### config.mk
export PLATFORM = sky130hd
export DESIGN_NAME = sil_top
export DESIGN_NICKNAME = d
export VERILOG_FILES = /design/src/inc/sil_pkg.sv /design/src/core/sil_hist_mem.sv /design/src/core/sil_top.sv
export VERILOG_INCLUDE_DIRS = /design/src /design/src/inc
export SDC_FILE = /design/constraint.sdc
export NUM_CORES = 1
export LEC_CHECK = 0
export ABC_AREA = 1
export BUFFER_PORTS_ARGS = -buffer_cell sky130_fd_sc_hd__buf_2
export CORE_MARGIN = 2
export CORE_UTILIZATION = 34
export DETAILED_ROUTE_END_ITERATION = 10
export GPL_ROUTABILITY_DRIVEN = 0
export SKIP_CTS_REPAIR_TIMING = 1
export SLEW_MARGIN = 20
export SYNTH_ARGS = -nofsm -noshare
export SYNTH_HDL_FRONTEND = slang
export SYNTH_SLANG_ARGS = --single-unit
export TNS_END_PERCENT = 50
### constraint.sdc
create_clock -name pclk -period 50.3 [get_ports pclk]
set_clock_uncertainty 0.05 [all_clocks]
set_input_delay 5.03 -clock pclk [delete_from_list [all_inputs] [get_ports pclk]]
set_output_delay 5.03 -clock pclk [all_outputs]
set_load 0.02 [all_outputs]
### src/inc/sil_map.svh
/*
 * Register offsets, field positions, reset values and timing counts of the
 * status indicator logic.
 * Assumes a 25 MHz pclk and byte addressed 32-bit APB words.
 */
// How it works
// - The signal lamp is green while the object moves and signal quality is sufficient.
// - The signal lamp is yellow when a signal exists but the velocity is below the minimum.
// - The signal lamp is red whenever neither the green nor the yellow condition holds.
// - With rate monitoring on, a measurement rate below its threshold forces red.
// - With plausibility control on, velocity or rate out of range forces red.
// - The status output is on while the signal lamp is green and off otherwise.
// - The busy lamp is lit while a command, calibration, simulation or standby runs.
// - The busy lamp flashes during standby, whether by command or by the standby pin.
// - The error lamp flashes steadily on a fatal error and briefly on a critical one.
// - The error lamp also lights, briefly or steadily, on bad parameters or transfer errors.
// - During initialisation signal and busy lamps show yellow and the error lamp red.
// - The forward lamp is green for a set forward direction or a detected forward movement.
// - The backward lamp is green for a set backward direction or a detected backward one.
// - Velocity is updated every 0.2 ms through a sliding average of 1 to 32 samples.
`ifndef SIL_MAP_SVH
`define SIL_MAP_SVH

////////////////////////////////////////////////////////////////////////////////
// register byte offsets
`define SIL_OFF_CTRL      12'h000
`define SIL_OFF_MIN_VEL   12'h004
`define SIL_OFF_LIMIT     12'h008
`define SIL_OFF_RATE      12'h00c
`define SIL_OFF_IRQ_STAT  12'h010
`define SIL_OFF_IRQ_MASK  12'h014
`define SIL_OFF_STATE     12'h018

////////////////////////////////////////////////////////////////////////////////
// control register fields
`define SIL_CTRL_RATE_MON   0
`define SIL_CTRL_PLAUS      1
`define SIL_CTRL_AUTO_DIR   2
`define SIL_CTRL_DIR_BWD    3
`define SIL_CTRL_CMD_BUSY   4
`define SIL_CTRL_STANDBY    5
`define SIL_CTRL_INIT_DONE  6
`define SIL_CTRL_RESTART    7
`define SIL_CTRL_DEPTH_LSB  8
`define SIL_CTRL_DEPTH_MSB  12
`define SIL_CTRL_RST        32'h0000_0000

// event bits of the status and mask registers
`define SIL_EV_FATAL     0
`define SIL_EV_CRITICAL  1
`define SIL_EV_PARAM     2
`define SIL_EV_TRANSFER  3
`define SIL_EV_W         4

`define SIL_MIN_VEL_RST  16'h0000
`define SIL_VMAX_RST     16'hffff
`define SIL_RMIN_RST     16'h0000
`define SIL_RMAX_RST     16'hffff

////////////////////////////////////////////////////////////////////////////////
// timing
`define SIL_CLK_NS         40
`define SIL_UPDATE_NS      200000
`define SIL_UPDATE_CYC     ((`SIL_UPDATE_NS + `SIL_CLK_NS - 1) / `SIL_CLK_NS)
`define SIL_FLASH_HALF_NS  250000000
`define SIL_FLASH_TICKS    (`SIL_FLASH_HALF_NS / `SIL_UPDATE_NS)
`define SIL_BRIEF_NS       100000000
`define SIL_BRIEF_TICKS    (`SIL_BRIEF_NS / `SIL_UPDATE_NS)

`endif

### src/inc/sil_pkg.sv
/*
 * Types of the status indicator logic.
 * Assumes sil_map.svh carries all numeric constants.
 */
package sil_pkg;

   // signal lamp colour, one lamp at a time
   typedef enum logic [1:0] {
      SIL_RED    = 2'b00,
      SIL_YELLOW = 2'b01,
      SIL_GREEN  = 2'b10
   } sil_colour_t;

   // sliding average sequencer
   typedef enum logic [0:0] {
      SIL_AVG_IDLE  = 1'b0,
      SIL_AVG_FETCH = 1'b1
   } sil_avg_st_t;

endpackage : sil_pkg

### src/core/sil_hist_mem.sv
/*
 * Sample history memory for the sliding average.
 * Assumes one clock; read data appear one cycle after the address.
 */
module sil_hist_mem #(
   parameter int unsigned WIDTH = 16,
   parameter int unsigned DEPTH = 32,
   parameter int unsigned AW    = 5
) (
   input  wire logic             clk,
   input  wire logic             rst_n,
   input  wire logic             we,
   input  wire logic [AW-1:0]    waddr,
   input  wire logic [WIDTH-1:0] wdata,
   input  wire logic [AW-1:0]    raddr,
   output logic      [WIDTH-1:0] rdata
);

   logic [WIDTH-1:0] mem_q [DEPTH];

   // storage, no reset needed
   always_ff @(posedge clk)
   begin
      if (we)
      begin
         mem_q[waddr] <= wdata;
      end
   end

   // registered read port
   always_ff @(posedge clk or negedge rst_n)
   begin
      if (!rst_n)
      begin
         rdata <= '0;
      end
      else
      begin
         rdata <= mem_q[raddr];
      end
   end

endmodule : sil_hist_mem

### src/core/sil_top.sv
/*
 * Status indicator logic: signal, busy, error and direction lamps, the
 * status line, averaged velocity and an APB register file with interrupt.
 * Assumes measurement inputs come from logic on pclk; the standby pin is
 * asynchronous and synchronised here.
 */
`include "sil_map.svh"

module sil_top #(
   parameter int unsigned UPDATE_CYC = `SIL_UPDATE_CYC
) (
   input  wire logic        pclk,
   input  wire logic        presetn,
   input  wire logic        psel,
   input  wire logic        penable,
   input  wire logic        pwrite,
   input  wire logic [11:0] paddr,
   input  wire logic [31:0] pwdata,
   output logic      [31:0] prdata,
   output logic             pready,
   output logic             pslverr,
   input  wire logic        signal_present,
   input  wire logic        signal_quality_ok,
   input  wire logic [15:0] velocity,
   input  wire logic [15:0] meas_rate,
   input  wire logic        standby_pin,
   input  wire logic        dir_fwd_det,
   input  wire logic        dir_bwd_det,
   input  wire logic        fatal_err,
   input  wire logic        critical_err,
   input  wire logic        param_err,
   input  wire logic        transfer_err,
   output logic             lamp_sig_red,
   output logic             lamp_sig_yellow,
   output logic             lamp_sig_green,
   output logic             lamp_busy,
   output logic             lamp_err,
   output logic             lamp_fwd,
   output logic             lamp_bwd,
   output logic             status_out,
   output logic             irq
);

   localparam int unsigned DIV_W = $clog2(UPDATE_CYC);

   ////////////////////////////////////////////////////////////////////////////
   // register state
   logic [31:0]            ctrl_q, ctrl_d;
   logic [15:0]            min_velocity_threshold_q, min_velocity_threshold_d;
   logic [15:0]            vmax_q, vmax_d;
   logic [15:0]            rmin_q, rmin_d;
   logic [15:0]            rmax_q, rmax_d;
   logic [`SIL_EV_W-1:0]   sts_q, sts_d;
   logic [`SIL_EV_W-1:0]   mask_q, mask_d;
   logic [`SIL_EV_W-1:0]   ev;
   logic                   init_q, init_d;
   logic                   fatal_prev_q, param_prev_q;
   logic [31:0]            prdata_d;
   logic                   pready_d, pslverr_d, irq_d;
   logic                   acc_wr, flush;
   logic [4:0]             depth_m1;

   // averager state
   sil_pkg::sil_avg_st_t   st_q, st_d;
   logic [4:0]             ptr_q, ptr_d;
   logic [5:0]             fill_q, fill_d;
   logic [20:0]            sum_q, sum_d;
   logic [15:0]            avg_q, avg_d;
   logic [15:0]            sample_q, sample_d;
   logic [15:0]            old_sample, hist_rdata;
   logic                   hist_we;

   // lamp state
   logic                   stby_s1_q, stby_s2_q;
   logic [DIV_W-1:0]       div_q, div_d;
   logic                   tick;
   logic [10:0]            flash_q, flash_d;
   logic                   phase_q, phase_d;
   logic [10:0]            brief_q, brief_d;
   sil_pkg::sil_colour_t   colour;
   logic                   standby, rate_bad, plaus_bad;
   logic                   busy_d, err_d, fwd_d, bwd_d;

   assign depth_m1 = ctrl_q[`SIL_CTRL_DEPTH_MSB:`SIL_CTRL_DEPTH_LSB];
   assign acc_wr   = psel & penable & pready & pwrite;

   ////////////////////////////////////////////////////////////////////////////
   // apb slave: one wait state, decode in the wait cycle, write at completion
   always_comb
   begin
      ctrl_d    = ctrl_q;
      min_velocity_threshold_d = min_velocity_threshold_q;
      vmax_d    = vmax_q;
      rmin_d    = rmin_q;
      rmax_d    = rmax_q;
      mask_d    = mask_q;
      init_d    = init_q;
      flush     = 1'b0;
      prdata_d  = prdata;
      pslverr_d = 1'b0;
      pready_d  = psel & penable & ~pready;
      ev        = '0;
      ev[`SIL_EV_FATAL]    = fatal_err & ~fatal_prev_q;
      ev[`SIL_EV_CRITICAL] = critical_err;
      ev[`SIL_EV_PARAM]    = param_err & ~param_prev_q;
      ev[`SIL_EV_TRANSFER] = transfer_err;
      sts_d     = sts_q;
      if (psel && penable && !pready)
      begin
         prdata_d = 32'h0000_0000;
         unique case (paddr)
            `SIL_OFF_CTRL:     prdata_d = ctrl_q;
            `SIL_OFF_MIN_VEL:  prdata_d = {16'h0000, min_velocity_threshold_q};
            `SIL_OFF_LIMIT:    prdata_d = {16'h0000, vmax_q};
            `SIL_OFF_RATE:     prdata_d = {rmax_q, rmin_q};
            `SIL_OFF_IRQ_STAT: prdata_d = {28'h0000000, sts_q};
            `SIL_OFF_IRQ_MASK: prdata_d = {28'h0000000, mask_q};
            `SIL_OFF_STATE:    prdata_d = {avg_q, 6'h00, init_q, standby,
                                           status_out, lamp_bwd, lamp_fwd,
                                           lamp_err, lamp_busy,
                                           lamp_sig_green, lamp_sig_yellow,
                                           lamp_sig_red};
            default:           pslverr_d = 1'b1;
         endcase
         if (pwrite)
         begin
            prdata_d = 32'h0000_0000;
         end
      end
      if (acc_wr)
      begin
         unique case (paddr)
            `SIL_OFF_CTRL:
            begin
               ctrl_d = {19'h00000, pwdata[12:8], 1'b0, pwdata[6:0]};
               // depth change restarts the window
               flush  = (pwdata[12:8] != depth_m1) | pwdata[`SIL_CTRL_RESTART];
               if (pwdata[`SIL_CTRL_INIT_DONE])
               begin
                  init_d = 1'b0;
               end
               if (pwdata[`SIL_CTRL_RESTART])
               begin
                  init_d = 1'b1;                            // restart
               end
            end
            `SIL_OFF_MIN_VEL:  min_velocity_threshold_d = pwdata[15:0];
            `SIL_OFF_LIMIT:    vmax_d = pwdata[15:0];
            `SIL_OFF_RATE:
            begin
               rmin_d = pwdata[15:0];
               rmax_d = pwdata[31:16];
            end
            `SIL_OFF_IRQ_STAT: sts_d = sts_q & ~pwdata[`SIL_EV_W-1:0];
            `SIL_OFF_IRQ_MASK: mask_d = pwdata[`SIL_EV_W-1:0];
            default:           sts_d = sts_q;
         endcase
      end
      sts_d = sts_d | ev;                                   // set wins over clear
      irq_d = |(sts_d & mask_d);
   end

   // register file flops
   always_ff @(posedge pclk or negedge presetn)
   begin
      if (!presetn)
      begin
         ctrl_q       <= `SIL_CTRL_RST;
         min_velocity_threshold_q <= `SIL_MIN_VEL_RST;
         vmax_q       <= `SIL_VMAX_RST;
         rmin_q       <= `SIL_RMIN_RST;
         rmax_q       <= `SIL_RMAX_RST;
         sts_q        <= '0;
         mask_q       <= '0;
         init_q       <= 1'b1;
         fatal_prev_q <= 1'b0;
         param_prev_q <= 1'b0;
         prdata       <= 32'h0000_0000;
         pready       <= 1'b0;
         pslverr      <= 1'b0;
         irq          <= 1'b0;
      end
      else
      begin
         ctrl_q       <= ctrl_d;
         min_velocity_threshold_q <= min_velocity_threshold_d;
         vmax_q       <= vmax_d;
         rmin_q       <= rmin_d;
         rmax_q       <= rmax_d;
         sts_q        <= sts_d;
         mask_q       <= mask_d;
         init_q       <= init_d;
         fatal_prev_q <= fatal_err;
         param_prev_q <= param_err;
         prdata       <= prdata_d;
         pready       <= pready_d;
         pslverr      <= pslverr_d;
         irq          <= irq_d;
      end
   end

   ////////////////////////////////////////////////////////////////////////////
   // sliding average over 1 to 32 samples, one sample per update tick
   assign old_sample = (fill_q == {1'b0, depth_m1} + 6'h01) ? hist_rdata : 16'h0000;

   always_comb
   begin
      st_d     = st_q;
      ptr_d    = ptr_q;
      fill_d   = fill_q;
      sum_d    = sum_q;
      avg_d    = avg_q;
      sample_d = sample_q;
      hist_we  = 1'b0;
      if (flush)
      begin
         st_d   = sil_pkg::SIL_AVG_IDLE;
         ptr_d  = 5'h00;
         fill_d = 6'h00;
         sum_d  = 21'h000000;
      end
      else
      begin
         unique case (st_q)
            sil_pkg::SIL_AVG_IDLE:
            begin
               if (tick)
               begin
                  sample_d = velocity;
                  st_d     = sil_pkg::SIL_AVG_FETCH;
               end
            end
            sil_pkg::SIL_AVG_FETCH:
            begin
               hist_we = 1'b1;
               sum_d   = sum_q + {5'h00, sample_q} - {5'h00, old_sample};
               if (old_sample == 16'h0000 && fill_q != {1'b0, depth_m1} + 6'h01)
               begin
                  fill_d = fill_q + 6'h01;
               end
               ptr_d = (ptr_q == depth_m1) ? 5'h00 : ptr_q + 5'h01;
               avg_d = 16'(sum_d / {15'h0000, fill_d});
               st_d  = sil_pkg::SIL_AVG_IDLE;
            end
         endcase
      end
   end

   // averager flops
   always_ff @(posedge pclk or negedge presetn)
   begin
      if (!presetn)
      begin
         st_q     <= sil_pkg::SIL_AVG_IDLE;
         ptr_q    <= 5'h00;
         fill_q   <= 6'h00;
         sum_q    <= 21'h000000;
         avg_q    <= 16'h0000;
         sample_q <= 16'h0000;
      end
      else
      begin
         st_q     <= st_d;
         ptr_q    <= ptr_d;
         fill_q   <= fill_d;
         sum_q    <= sum_d;
         avg_q    <= avg_d;
         sample_q <= sample_d;
      end
   end

   // history of the last samples
   sil_hist_mem #(
      .WIDTH (16),
      .DEPTH (32),
      .AW    (5)
   ) u_hist (
      .clk   (pclk),
      .rst_n (presetn),
      .we    (hist_we),
      .waddr (ptr_q),
      .wdata (sample_q),
      .raddr (ptr_q),
      .rdata (hist_rdata)
   );

   ////////////////////////////////////////////////////////////////////////////
   // lamp logic: update divider, flash phase, brief error pulse
   assign tick      = (div_q == DIV_W'(UPDATE_CYC - 1));
   assign standby   = ctrl_q[`SIL_CTRL_STANDBY] | stby_s2_q;
   assign rate_bad  = ctrl_q[`SIL_CTRL_RATE_MON] & (meas_rate < rmin_q);
   assign plaus_bad = ctrl_q[`SIL_CTRL_PLAUS] & ((avg_q > vmax_q) | (meas_rate > rmax_q));

   always_comb
   begin
      div_d   = tick ? '0 : div_q + DIV_W'(1);
      flash_d = flash_q;
      phase_d = phase_q;
      brief_d = brief_q;
      if (tick)
      begin
         flash_d = flash_q + 11'h001;
         if (flash_q == 11'(`SIL_FLASH_TICKS - 1))
         begin
            flash_d = 11'h000;
            phase_d = ~phase_q;
         end
         if (brief_q != 11'h000)
         begin
            brief_d = brief_q - 11'h001;
         end
      end
      if (critical_err || transfer_err || ev[`SIL_EV_PARAM])
      begin
         brief_d = 11'(`SIL_BRIEF_TICKS);                   // brief flash
      end
      // one colour: yellow while initialising, otherwise red over yellow over green
      if (init_q)
      begin
         colour = sil_pkg::SIL_YELLOW;
      end
      else if (!signal_present || rate_bad || plaus_bad)
      begin
         colour = sil_pkg::SIL_RED;
      end
      else if (avg_q < min_velocity_threshold_q)
      begin
         colour = sil_pkg::SIL_YELLOW;
      end
      else if (signal_quality_ok)
      begin
         colour = sil_pkg::SIL_GREEN;
      end
      else
      begin
         colour = sil_pkg::SIL_RED;
      end
      busy_d = init_q | (standby ? phase_q
                                 : ctrl_q[`SIL_CTRL_CMD_BUSY]);
      err_d  = init_q | (fatal_err ? phase_q
                                   : (brief_q != 11'h000) | param_err);
      fwd_d  = ~init_q & (ctrl_q[`SIL_CTRL_AUTO_DIR] ? dir_fwd_det
                                                     : ~ctrl_q[`SIL_CTRL_DIR_BWD]);
      bwd_d  = ~init_q & (ctrl_q[`SIL_CTRL_AUTO_DIR] ? dir_bwd_det
                                                     : ctrl_q[`SIL_CTRL_DIR_BWD]);
   end

   // lamp flops and standby pin synchroniser
   always_ff @(posedge pclk or negedge presetn)
   begin
      if (!presetn)
      begin
         stby_s1_q       <= 1'b0;
         stby_s2_q       <= 1'b0;
         div_q           <= '0;
         flash_q         <= 11'h000;
         phase_q         <= 1'b0;
         brief_q         <= 11'h000;
         lamp_sig_red    <= 1'b0;
         lamp_sig_yellow <= 1'b1;
         lamp_sig_green  <= 1'b0;
         lamp_busy       <= 1'b1;
         lamp_err        <= 1'b1;
         lamp_fwd        <= 1'b0;
         lamp_bwd        <= 1'b0;
         status_out      <= 1'b0;
      end
      else
      begin
         stby_s1_q       <= standby_pin;
         stby_s2_q       <= stby_s1_q;
         div_q           <= div_d;
         flash_q         <= flash_d;
         phase_q         <= phase_d;
         brief_q         <= brief_d;
         lamp_sig_red    <= (colour == sil_pkg::SIL_RED);
         lamp_sig_yellow <= (colour == sil_pkg::SIL_YELLOW);
         lamp_sig_green  <= (colour == sil_pkg::SIL_GREEN);
         lamp_busy       <= busy_d;
         lamp_err        <= err_d;
         lamp_fwd        <= fwd_d;
         lamp_bwd        <= bwd_d;
         status_out      <= (colour == sil_pkg::SIL_GREEN);
      end
   end

endmodule : sil_top

==> impl_results.md, run 1 <==
* Run status: completed
* Commonest non-fill, non-tap cell in the layout: sky130_fd_sc_hd__nand2_1
* Worst path arrival time at around 42 ns
* Cell with the largest stage delay on the worst path: sky130_fd_sc_hd__nor2_1
* Hold WC Path Type: reg2reg
* Worst Hold Slack at 0.345 ns
* Final count of negative-setup-slack endpoints at 0
* Via count at around 34000
* Number of unique standard cell types used by synthesis at 71
* Area delta synth->final at 12.4%
* Critical setup path kind: reg2reg
* Clock buffer count from CTS at 77
* Commonest cells after routing, fill and taps aside: sky130_fd_sc_hd__nand2_1, sky130_fd_sc_hd__o21ai_0, sky130_fd_sc_hd__inv_1, sky130_fd_sc_hd__edfxtp_1, sky130_fd_sc_hd__nor2_1
* Worst path max stage delay at between 0.5 and 0.6 ns
* Detailed Route Iter0 Violations at approximately 3000
* Die X-Extent at between 300 and 400 µm
* Max clock buf depth at 3
* Share of the clock period used by the worst path at just over 80%
* Synthesized instance count at approximately 4600
* Post-layout minimum cycle time at 41.36 ns
* Wire length of the first global-routing pass at 185000 µm
* Detailed-route wire length per cell at ~18 µm
* # port buffers at between 100 and 150
* Die Height at between 300 and 400 µm
* Most frequent CP cell: sky130_fd_sc_hd__nand2_1
* Area enclosed by the die boundary at approximately 130000 µm²
* Io pins at 133
* Layout net count at ~5100
* Area used by sequential logic in the layout at 21600 µm²
* Post-Synthesis Net Count at just under 5000
* Proportion of layout cells with a drive suffix above 1 at 11.5%
* Critical Path Sink Type: register
* Main flop type after synthesis: sky130_fd_sc_hd__edfxtp_1
* Fin. max-slew vios at 0
* Maximum number of pins on one net before global-route repair at roughly 110
* Core region area at 124000 µm²
* Fraction of registers with async set/reset at approximately 33%
* Upper clock frequency limit at about 24 MHz
* Antenna Violating Nets Remaining at 0
* Max-capacitance violation count at 0
* GRT Residual Overflow at 0
* Post-synth EDFFs at about 510
* Transition time of the tightest slew-check pin at between 1 and 1.5 ns
* Vias in the first global route at 32119
* Final-layout fill cell count at between 10000 and 15000
* Final Hold Viols at 0
* Clock slew at the register clock pins of the worst setup and hold paths at roughly 0.070 ns
* Final routed DRC violation total at 0
* Number of core rows at between 100 and 150
* Number of sinks driven by the clock tree at 760
* Combined area of the multi-input logic cells at approximately 18000 µm²
* Clock tree from TritonCTS: built
* Required time of the worst setup path at ~50 ns
* Antenna violations before repair at 2
* Total half-perimeter wirelength after legalization and detailed placement at ~80000 µm
* Sequential share of the synthesized area at between 50% and 60%
* Mean instance size in the synthesized netlist at about 9 µm²
* Clock latency reported for the late side of the worst-skew pair at ~0.65 ns
* H-Tree Depth at 3
* Setup repair after global routing missed its margin: false
* Post-synthesis instance area at 42400 µm²
* Effective utilization at floorplan at between 30% and 40%
* Critical Path Fanout Max at 24
* Worst slew margin relative to its limit at between 20% and 30%
* All-Layer GR Usage at a little under a fifth
* Number of synthesized register bits at between 700 and 800
* Critical path launch point type: register
* Final wirelength at ~120000 µm
* Clock Tree Root: sky130_fd_sc_hd__clkbuf_16
* Vias per Instance at between 5 and 6
* Detailed-routing iteration count for the pre-antenna-repair pass at 6
* Post-Route Setup TNS at 0 ns
* Syn. warnings at 0
## cells by family after synthesis
kind of cell | Yosys count | share of synthesized area [%]
AND/OR/NAND/NOR | 1779 | 18.9
AO/OA/AOI/OAI | 1050 | 14.4
buffers and inverters | 701 | 6.49
XOR/XNOR | 110 | 2.32
multiplexers | 2 | 0.0502
flip-flops | 760 | 51.1
adder cells (fa/ha/maj) | 221 | 6.81
## per-layer routing
metal	routed length (µm)	track usage [%]	vias up	share of wire, %
met3	7280	2.37	171	6.1
met2	54500	29.7	992	46
li1	-	-	16227	-
met4	2810	4.93	2	2.4
met1	54600	25.8	16229	46
met5	12	0	-	0.010
## critical path: cells and delay by family, from the launching register on
| kind | cells | cell delay (ns) |
|---|---|---|
| compound gates | 68 | 12.35 |
| xor+xnor | 2 | 0.38 |
| fa+ha+maj | 24 | 7.97 |
| buf+inv | 34 | 3.68 |
| flops | 1 | 0.46 |
| simple gates | 119 | 16.35 |
## metrics by stage
stage	setup WS, ns	area (µm²)	instances	utilization (%)
2_1_floorplan	14.83	42400	4623	-
3_3_place_gp	10.92	45000	6309	36.4
3_5_place_dp	9.37	45000	6309	36.4
4_1_cts	9.22	47600	6452	38.5
5_1_grt	4.15	47600	6452	38.5
6_report	8.94	47600	6453	38.5
## worst paths after layout
path	endpoint	slack, ns	startpoint	cells after the start
worst max-delay path	avg_q[0]	8.94	ctrl_q[9]	247
worst min-delay path	stby_s2_q	0.34	stby_s1_q	0
worst max register to register	avg_q[0]	8.94	ctrl_q[9]	247
worst min register to register	stby_s2_q	0.34	stby_s1_q	0
max in group asynchronous	prdata[21]	44.22	presetn	2
min in group asynchronous	sample_q[3]	4.39	presetn	1
## sequential cells by signal, indices dropped and copies added, names as in the netlist, 16 cells and up
| register | flops |
|---|---|
| sum_q | 21 |
| u_hist.mem_q | 512 |
| prdata | 32 |
| vmax_q | 16 |
| rmax_q | 16 |
| avg_q | 16 |
| sample_q | 16 |
| u_hist.rdata | 16 |
| min_velocity_threshold_q | 16 |
| rmin_q | 16 |
## Yosys cell counts, types with 8 or more instances
cell,n,area [µm²]
sky130_fd_sc_hd__o211ai_1,13,97.6
sky130_fd_sc_hd__nor4_1,21,131
sky130_fd_sc_hd__o21bai_1,16,120
sky130_fd_sc_hd__o21ai_0,534,2670
sky130_fd_sc_hd__xnor2_1,39,342
sky130_fd_sc_hd__a211oi_1,11,82.6
sky130_fd_sc_hd__nand3_2,23,230
sky130_fd_sc_hd__nand3_4,9,158
sky130_fd_sc_hd__o21ai_1,14,70.1
sky130_fd_sc_hd__fa_1,16,320
sky130_fd_sc_hd__o21ai_2,8,70.1
sky130_fd_sc_hd__or2_2,9,56.3
sky130_fd_sc_hd__clkinv_1,9,33.8
sky130_fd_sc_hd__nor2_4,18,203
sky130_fd_sc_hd__dfstp_2,36,946
sky130_fd_sc_hd__o22ai_1,172,1080
sky130_fd_sc_hd__a22o_1,34,298
sky130_fd_sc_hd__edfxtp_1,512,15400
sky130_fd_sc_hd__inv_1,513,1930
sky130_fd_sc_hd__inv_2,22,82.6
sky130_fd_sc_hd__buf_6,9,101
sky130_fd_sc_hd__nor2_2,20,125
sky130_fd_sc_hd__a21oi_1,143,716
sky130_fd_sc_hd__dfrtp_1,212,5310
sky130_fd_sc_hd__nand2_2,37,231
sky130_fd_sc_hd__a221oi_1,43,377
sky130_fd_sc_hd__clkbuf_1,130,488
sky130_fd_sc_hd__buf_4,8,60.1
sky130_fd_sc_hd__nand3_1,171,856
sky130_fd_sc_hd__nand2_1,789,2960
sky130_fd_sc_hd__ha_1,205,2560
sky130_fd_sc_hd__xor2_1,70,613
sky130_fd_sc_hd__nand4_1,78,488
sky130_fd_sc_hd__a21o_1,21,158
sky130_fd_sc_hd__nor2_1,509,1910
sky130_fd_sc_hd__nor3_1,52,260
sky130_fd_sc_hd__nand3b_1,11,82.6
sky130_fd_sc_hd__nand2_4,19,214
## layout make-up
cell class / count / area share, %
antenna: 1 / 0.00526
clock buffer: 100 / 4.38
clock inverter: 43 / 1.12
inverter: 547 / 4.35
multi-input combinational: 3162 / 37.9
sequential: 760 / 45.5
tap: 1637 / 4.30
timing repair buffer: 203 / 2.53
Power of run 1 is left out: the tool's default activity adds up to more than one toggle a clock period on the data nets, which glitch-free logic cannot reach.
==> run 2: changes to the inputs <==
--- a/config.mk
+++ b/config.mk
@@ -6,7 +6,7 @@
 export SDC_FILE = /design/constraint.sdc
 export NUM_CORES = 1
 export LEC_CHECK = 0
-export ABC_AREA = 1
+export ABC_AREA = 0
 export BUFFER_PORTS_ARGS = -buffer_cell sky130_fd_sc_hd__buf_2
 export CORE_MARGIN = 2
 export CORE_UTILIZATION = 34
==> constraint.sdc (replaced) <==
create_clock -name pclk -period 34.7 [get_ports pclk]
set_clock_uncertainty 0.05 [all_clocks]
set_input_delay 3.47 -clock pclk [delete_from_list [all_inputs] [get_ports pclk]]
set_output_delay 3.47 -clock pclk [all_outputs]
set_load 0.02 [all_outputs]
==> run 2 against run 1 <==
Net effect:
- first-iteration DRC count fell by 14%
- register-to-register slack got worse by 15 ns
- critical path type unchanged
- critical path depth fell by 4
- the run now ends with negative setup slack left
- critical endpoint unchanged
- die area fell by 2.2%
==> impl_results.md, run 2 <==
* Syn. warnings at 0
* Max-capacitance violation count at 0
* Post-Place Cells at about 6000
* Number of unique standard cell types used by synthesis at 124
* Mean instance size in the synthesized netlist at between 10 and 15 µm²
* Worst path max stage delay at approximately 0.48 ns
* Via count at 31814
* Final Hold Viols at 0
* Post-synthesis share of cell area spent on and, or, nand and nor gates at between 10% and 20%
* Setup slack of the worst register-to-register path at -6.06 ns
* Proportion of layout cells with a drive suffix above 1 at between 30% and 40%
* Critical Path Fanout Max at 7
* Clock buffer count from CTS at 79
* Hold endpoint: prdata[0]
* Wire length of the first global-routing pass at around 180000 µm
* Reg2reg path depth at roughly 240
* Biggest registers after layout: u_hist.mem_q: 512 flops, prdata: 32 flops, sum_q: 21 flops
* Combined area of the multi-input logic cells at roughly 20000 µm²
* Biggest register: u_hist.mem_q
* Commonest non-fill, non-tap cell in the layout: sky130_fd_sc_hd__buf_4
* Effective utilization at floorplan at about a third
* Commonest cells after routing, fill and taps aside: sky130_fd_sc_hd__buf_4, sky130_fd_sc_hd__edfxtp_1, sky130_fd_sc_hd__nand2_1
* Die X-Extent at 353 µm
* Post-Route Setup TNS at -13.53 ns
* Post-synth EDFFs at about 510
* Cell taking the most area after synthesis: sky130_fd_sc_hd__edfxtp_1
* Number of stages on the worst hold path at 2
* Cell with the largest stage delay on the worst path: sky130_fd_sc_hd__fa_1
* Most frequent CP cell: sky130_fd_sc_hd__o21a_1
* Setup WS post-layout at -6.06 ns
* Area enclosed by the die boundary at approximately 120000 µm²
* Clock slew at the register clock pins of the worst setup and hold paths at approximately 0.08 ns
* Total half-perimeter wirelength after legalization and detailed placement at slightly below 90000 µm
* Run status: finished, violations left
* Placement-stage worst setup slack at -6.23 ns
* Die Height at between 300 and 400 µm
* Final wirelength at about 120000 µm
* Maximum number of pins on one net before global-route repair at 112
* Post-synthesis share of cell area spent on xor and xnor gates at roughly 2.6%
* List of most frequent post-synthesis cells: sky130_fd_sc_hd__edfxtp_1, sky130_fd_sc_hd__nand2_1, sky130_fd_sc_hd__nor2_1, sky130_fd_sc_hd__o21ai_0, sky130_fd_sc_hd__dfrtp_1
* Post-Synthesis Net Count at 3785
* Setup repair after global routing missed its margin: true
* Area share of fa/ha/maj cells after synthesis at roughly 7.0%
* Dominant cell by count in the synthesized netlist: sky130_fd_sc_hd__edfxtp_1
* Max FFs per register at approximately 510
* Violated checks: negative setup slack
* Antenna Violating Nets Remaining at 0
* GRT Residual Overflow at 0
* Fraction of registers with async set/reset at between 30 and 40%
* Hold WC Path Type: reg2reg
* Antenna violations before repair at 1
* Min-Delay Startpoint: prdata[0]
* Number of core rows at 128
* Post-synthesis instance area at 41400 µm²
* Final routed DRC violation total at 0
* Upper clock frequency limit at roughly 25 MHz
* Critical Path Sink Type: register
* Detailed Route Iter0 Violations at between 2000 and 3000
* Number of sinks driven by the clock tree at 760
* Fin. max-slew vios at 0
* Critical register-to-register path endpoint: avg_q[0]
* H-Tree Depth at 3
* Clock latency reported for the late side of the worst-skew pair at ~0.7 ns
* Number of synthesized register bits at 760
* Worst path arrival time at 41.29 ns
* Main flop type after synthesis: sky130_fd_sc_hd__edfxtp_1
* Vias per Instance at around 5.2
* Top cells by area, synth: sky130_fd_sc_hd__edfxtp_1, sky130_fd_sc_hd__dfrtp_1, sky130_fd_sc_hd__mux4_2
* Clock Tree Root: sky130_fd_sc_hd__clkbuf_16
* Max clock buf depth at 3
* Core region area at around 120000 µm²
* Share of the clock period used by the worst path at 117%
* Required time of the worst setup path at between 30 and 40 ns
* Vias in the first global route at 31486
* Layout net count at between 4000 and 5000
* Reg-to-reg critical path startpoint: ctrl_q[9]
* Transition time of the tightest slew-check pin at roughly 1.1 ns
* Synthesized instance count at approximately 3500
* Io pins at about 130
* Final count of negative-setup-slack endpoints at 3
* Critical setup path kind: reg2reg
* Detailed-routing iteration count for the pre-antenna-repair pass at 6
* Post-route core utilization at ~44%
* Area delta synth->final at 29.1%
* Worst slew margin relative to its limit at about 28%
* Detailed-route wire length per cell at about 20 µm
* Main combinational cell family by area after synthesis: compound AO/OA/AOI/OAI gates
* Post-layout minimum cycle time at 40.76 ns
* Number of diodes at 0
* Mux share of post-synthesis cell area at under 10%
* Sequential share of the synthesized area at between 50 and 60%
* Compound-cell area share of the yosys netlist at about 13%
* All-Layer GR Usage at 18.8%
* Area used by sequential logic in the layout at ~22000 µm²
* Critical path launch point type: register
* Share of the synthesized area in the top cell type at 37.1%
* Final-layout fill cell count at between 10000 and 15000
* Number of non-filler instances in the completed layout at 6063
* Clock tree from TritonCTS: built
* # port buffers at around 130
-- run 2: cell count changes in the layout (fill, tap and decap cells not counted), sizes merged, moves of 47 or more --
cell | before | now
buf | 203 | 953
nand2 | 845 | 328
inv | 540 | 169
nor2 | 547 | 223
o21ai | 556 | 237
o22ai | 172 | 13
nand3 | 203 | 61
mux4 | 0 | 132
a22oi | 1 | 103
o21a | 7 | 67
mux2i | 1 | 54
nor3 | 54 | 102
mux2 | 1 | 48
-- run 2: logic make-up (layout without fill, tap and decap cells) --
logic type,count (synthesis),in the layout
simple gates,1010,1010
compound gates,827,827
flops,760,760
buf+inv,300,1264
mux,234,234
fa+ha+maj,222,222
xor+xnor,121,121
-- run 2: worst max path at each step --
stage	endpoint	start	depth (start not counted)
3_3_place_gp	avg_q[0]	ctrl_q[8]	242
5_1_grt	avg_q[0]	ctrl_q[9]	246
4_1_cts	avg_q[0]	ctrl_q[9]	241
2_1_floorplan	avg_q[0]	ctrl_q[9]	254
6_report	avg_q[0]	ctrl_q[9]	243
3_5_place_dp	avg_q[0]	ctrl_q[9]	240
-- run 2: layer usage --
metal  global-route usage (%)  share of wire, %  up-vias
li1                         -                 -    14960
met1                     24.7                43    15709
met2                     32.2                49      944
met3                     2.96               5.6      201
met4                     5.16               2.7        0
met5                        0                 0        -
-- run 2: final cells by class --
cell class	count	share of cell area, %
Sequential cell	760	40.4
Timing Repair Buffer	953	12.8
Tap cell	1625	3.80
Inverter	164	1.15
Multi-Input combinational cell	2414	36.8
Clock inverter	44	0.966
Clock buffer	103	3.97
-- run 2: critical path, delay by kind of cell (launching register included) --
family | cells | cell delay (ns)
AO/OA/AOI/OAI | 117 | 17.98
AND/OR/NAND/NOR | 78 | 12.37
adder cells (fa/ha/maj) | 24 | 6.72
multiplexers | 8 | 1.84
buffers and inverters | 16 | 1.21
flip-flops | 1 | 0.42
-- run 2: through the flow --
stage	instance area (µm²)	hold slack [ns]
6_report	53500	0.424
5_1_grt	53500	0.441
4_1_cts	52500	0.428
3_5_place_dp	49900	0.416
3_3_place_gp	49900	0.396
2_1_floorplan	42100	0.281
Power of run 2 is left out for the same reason.
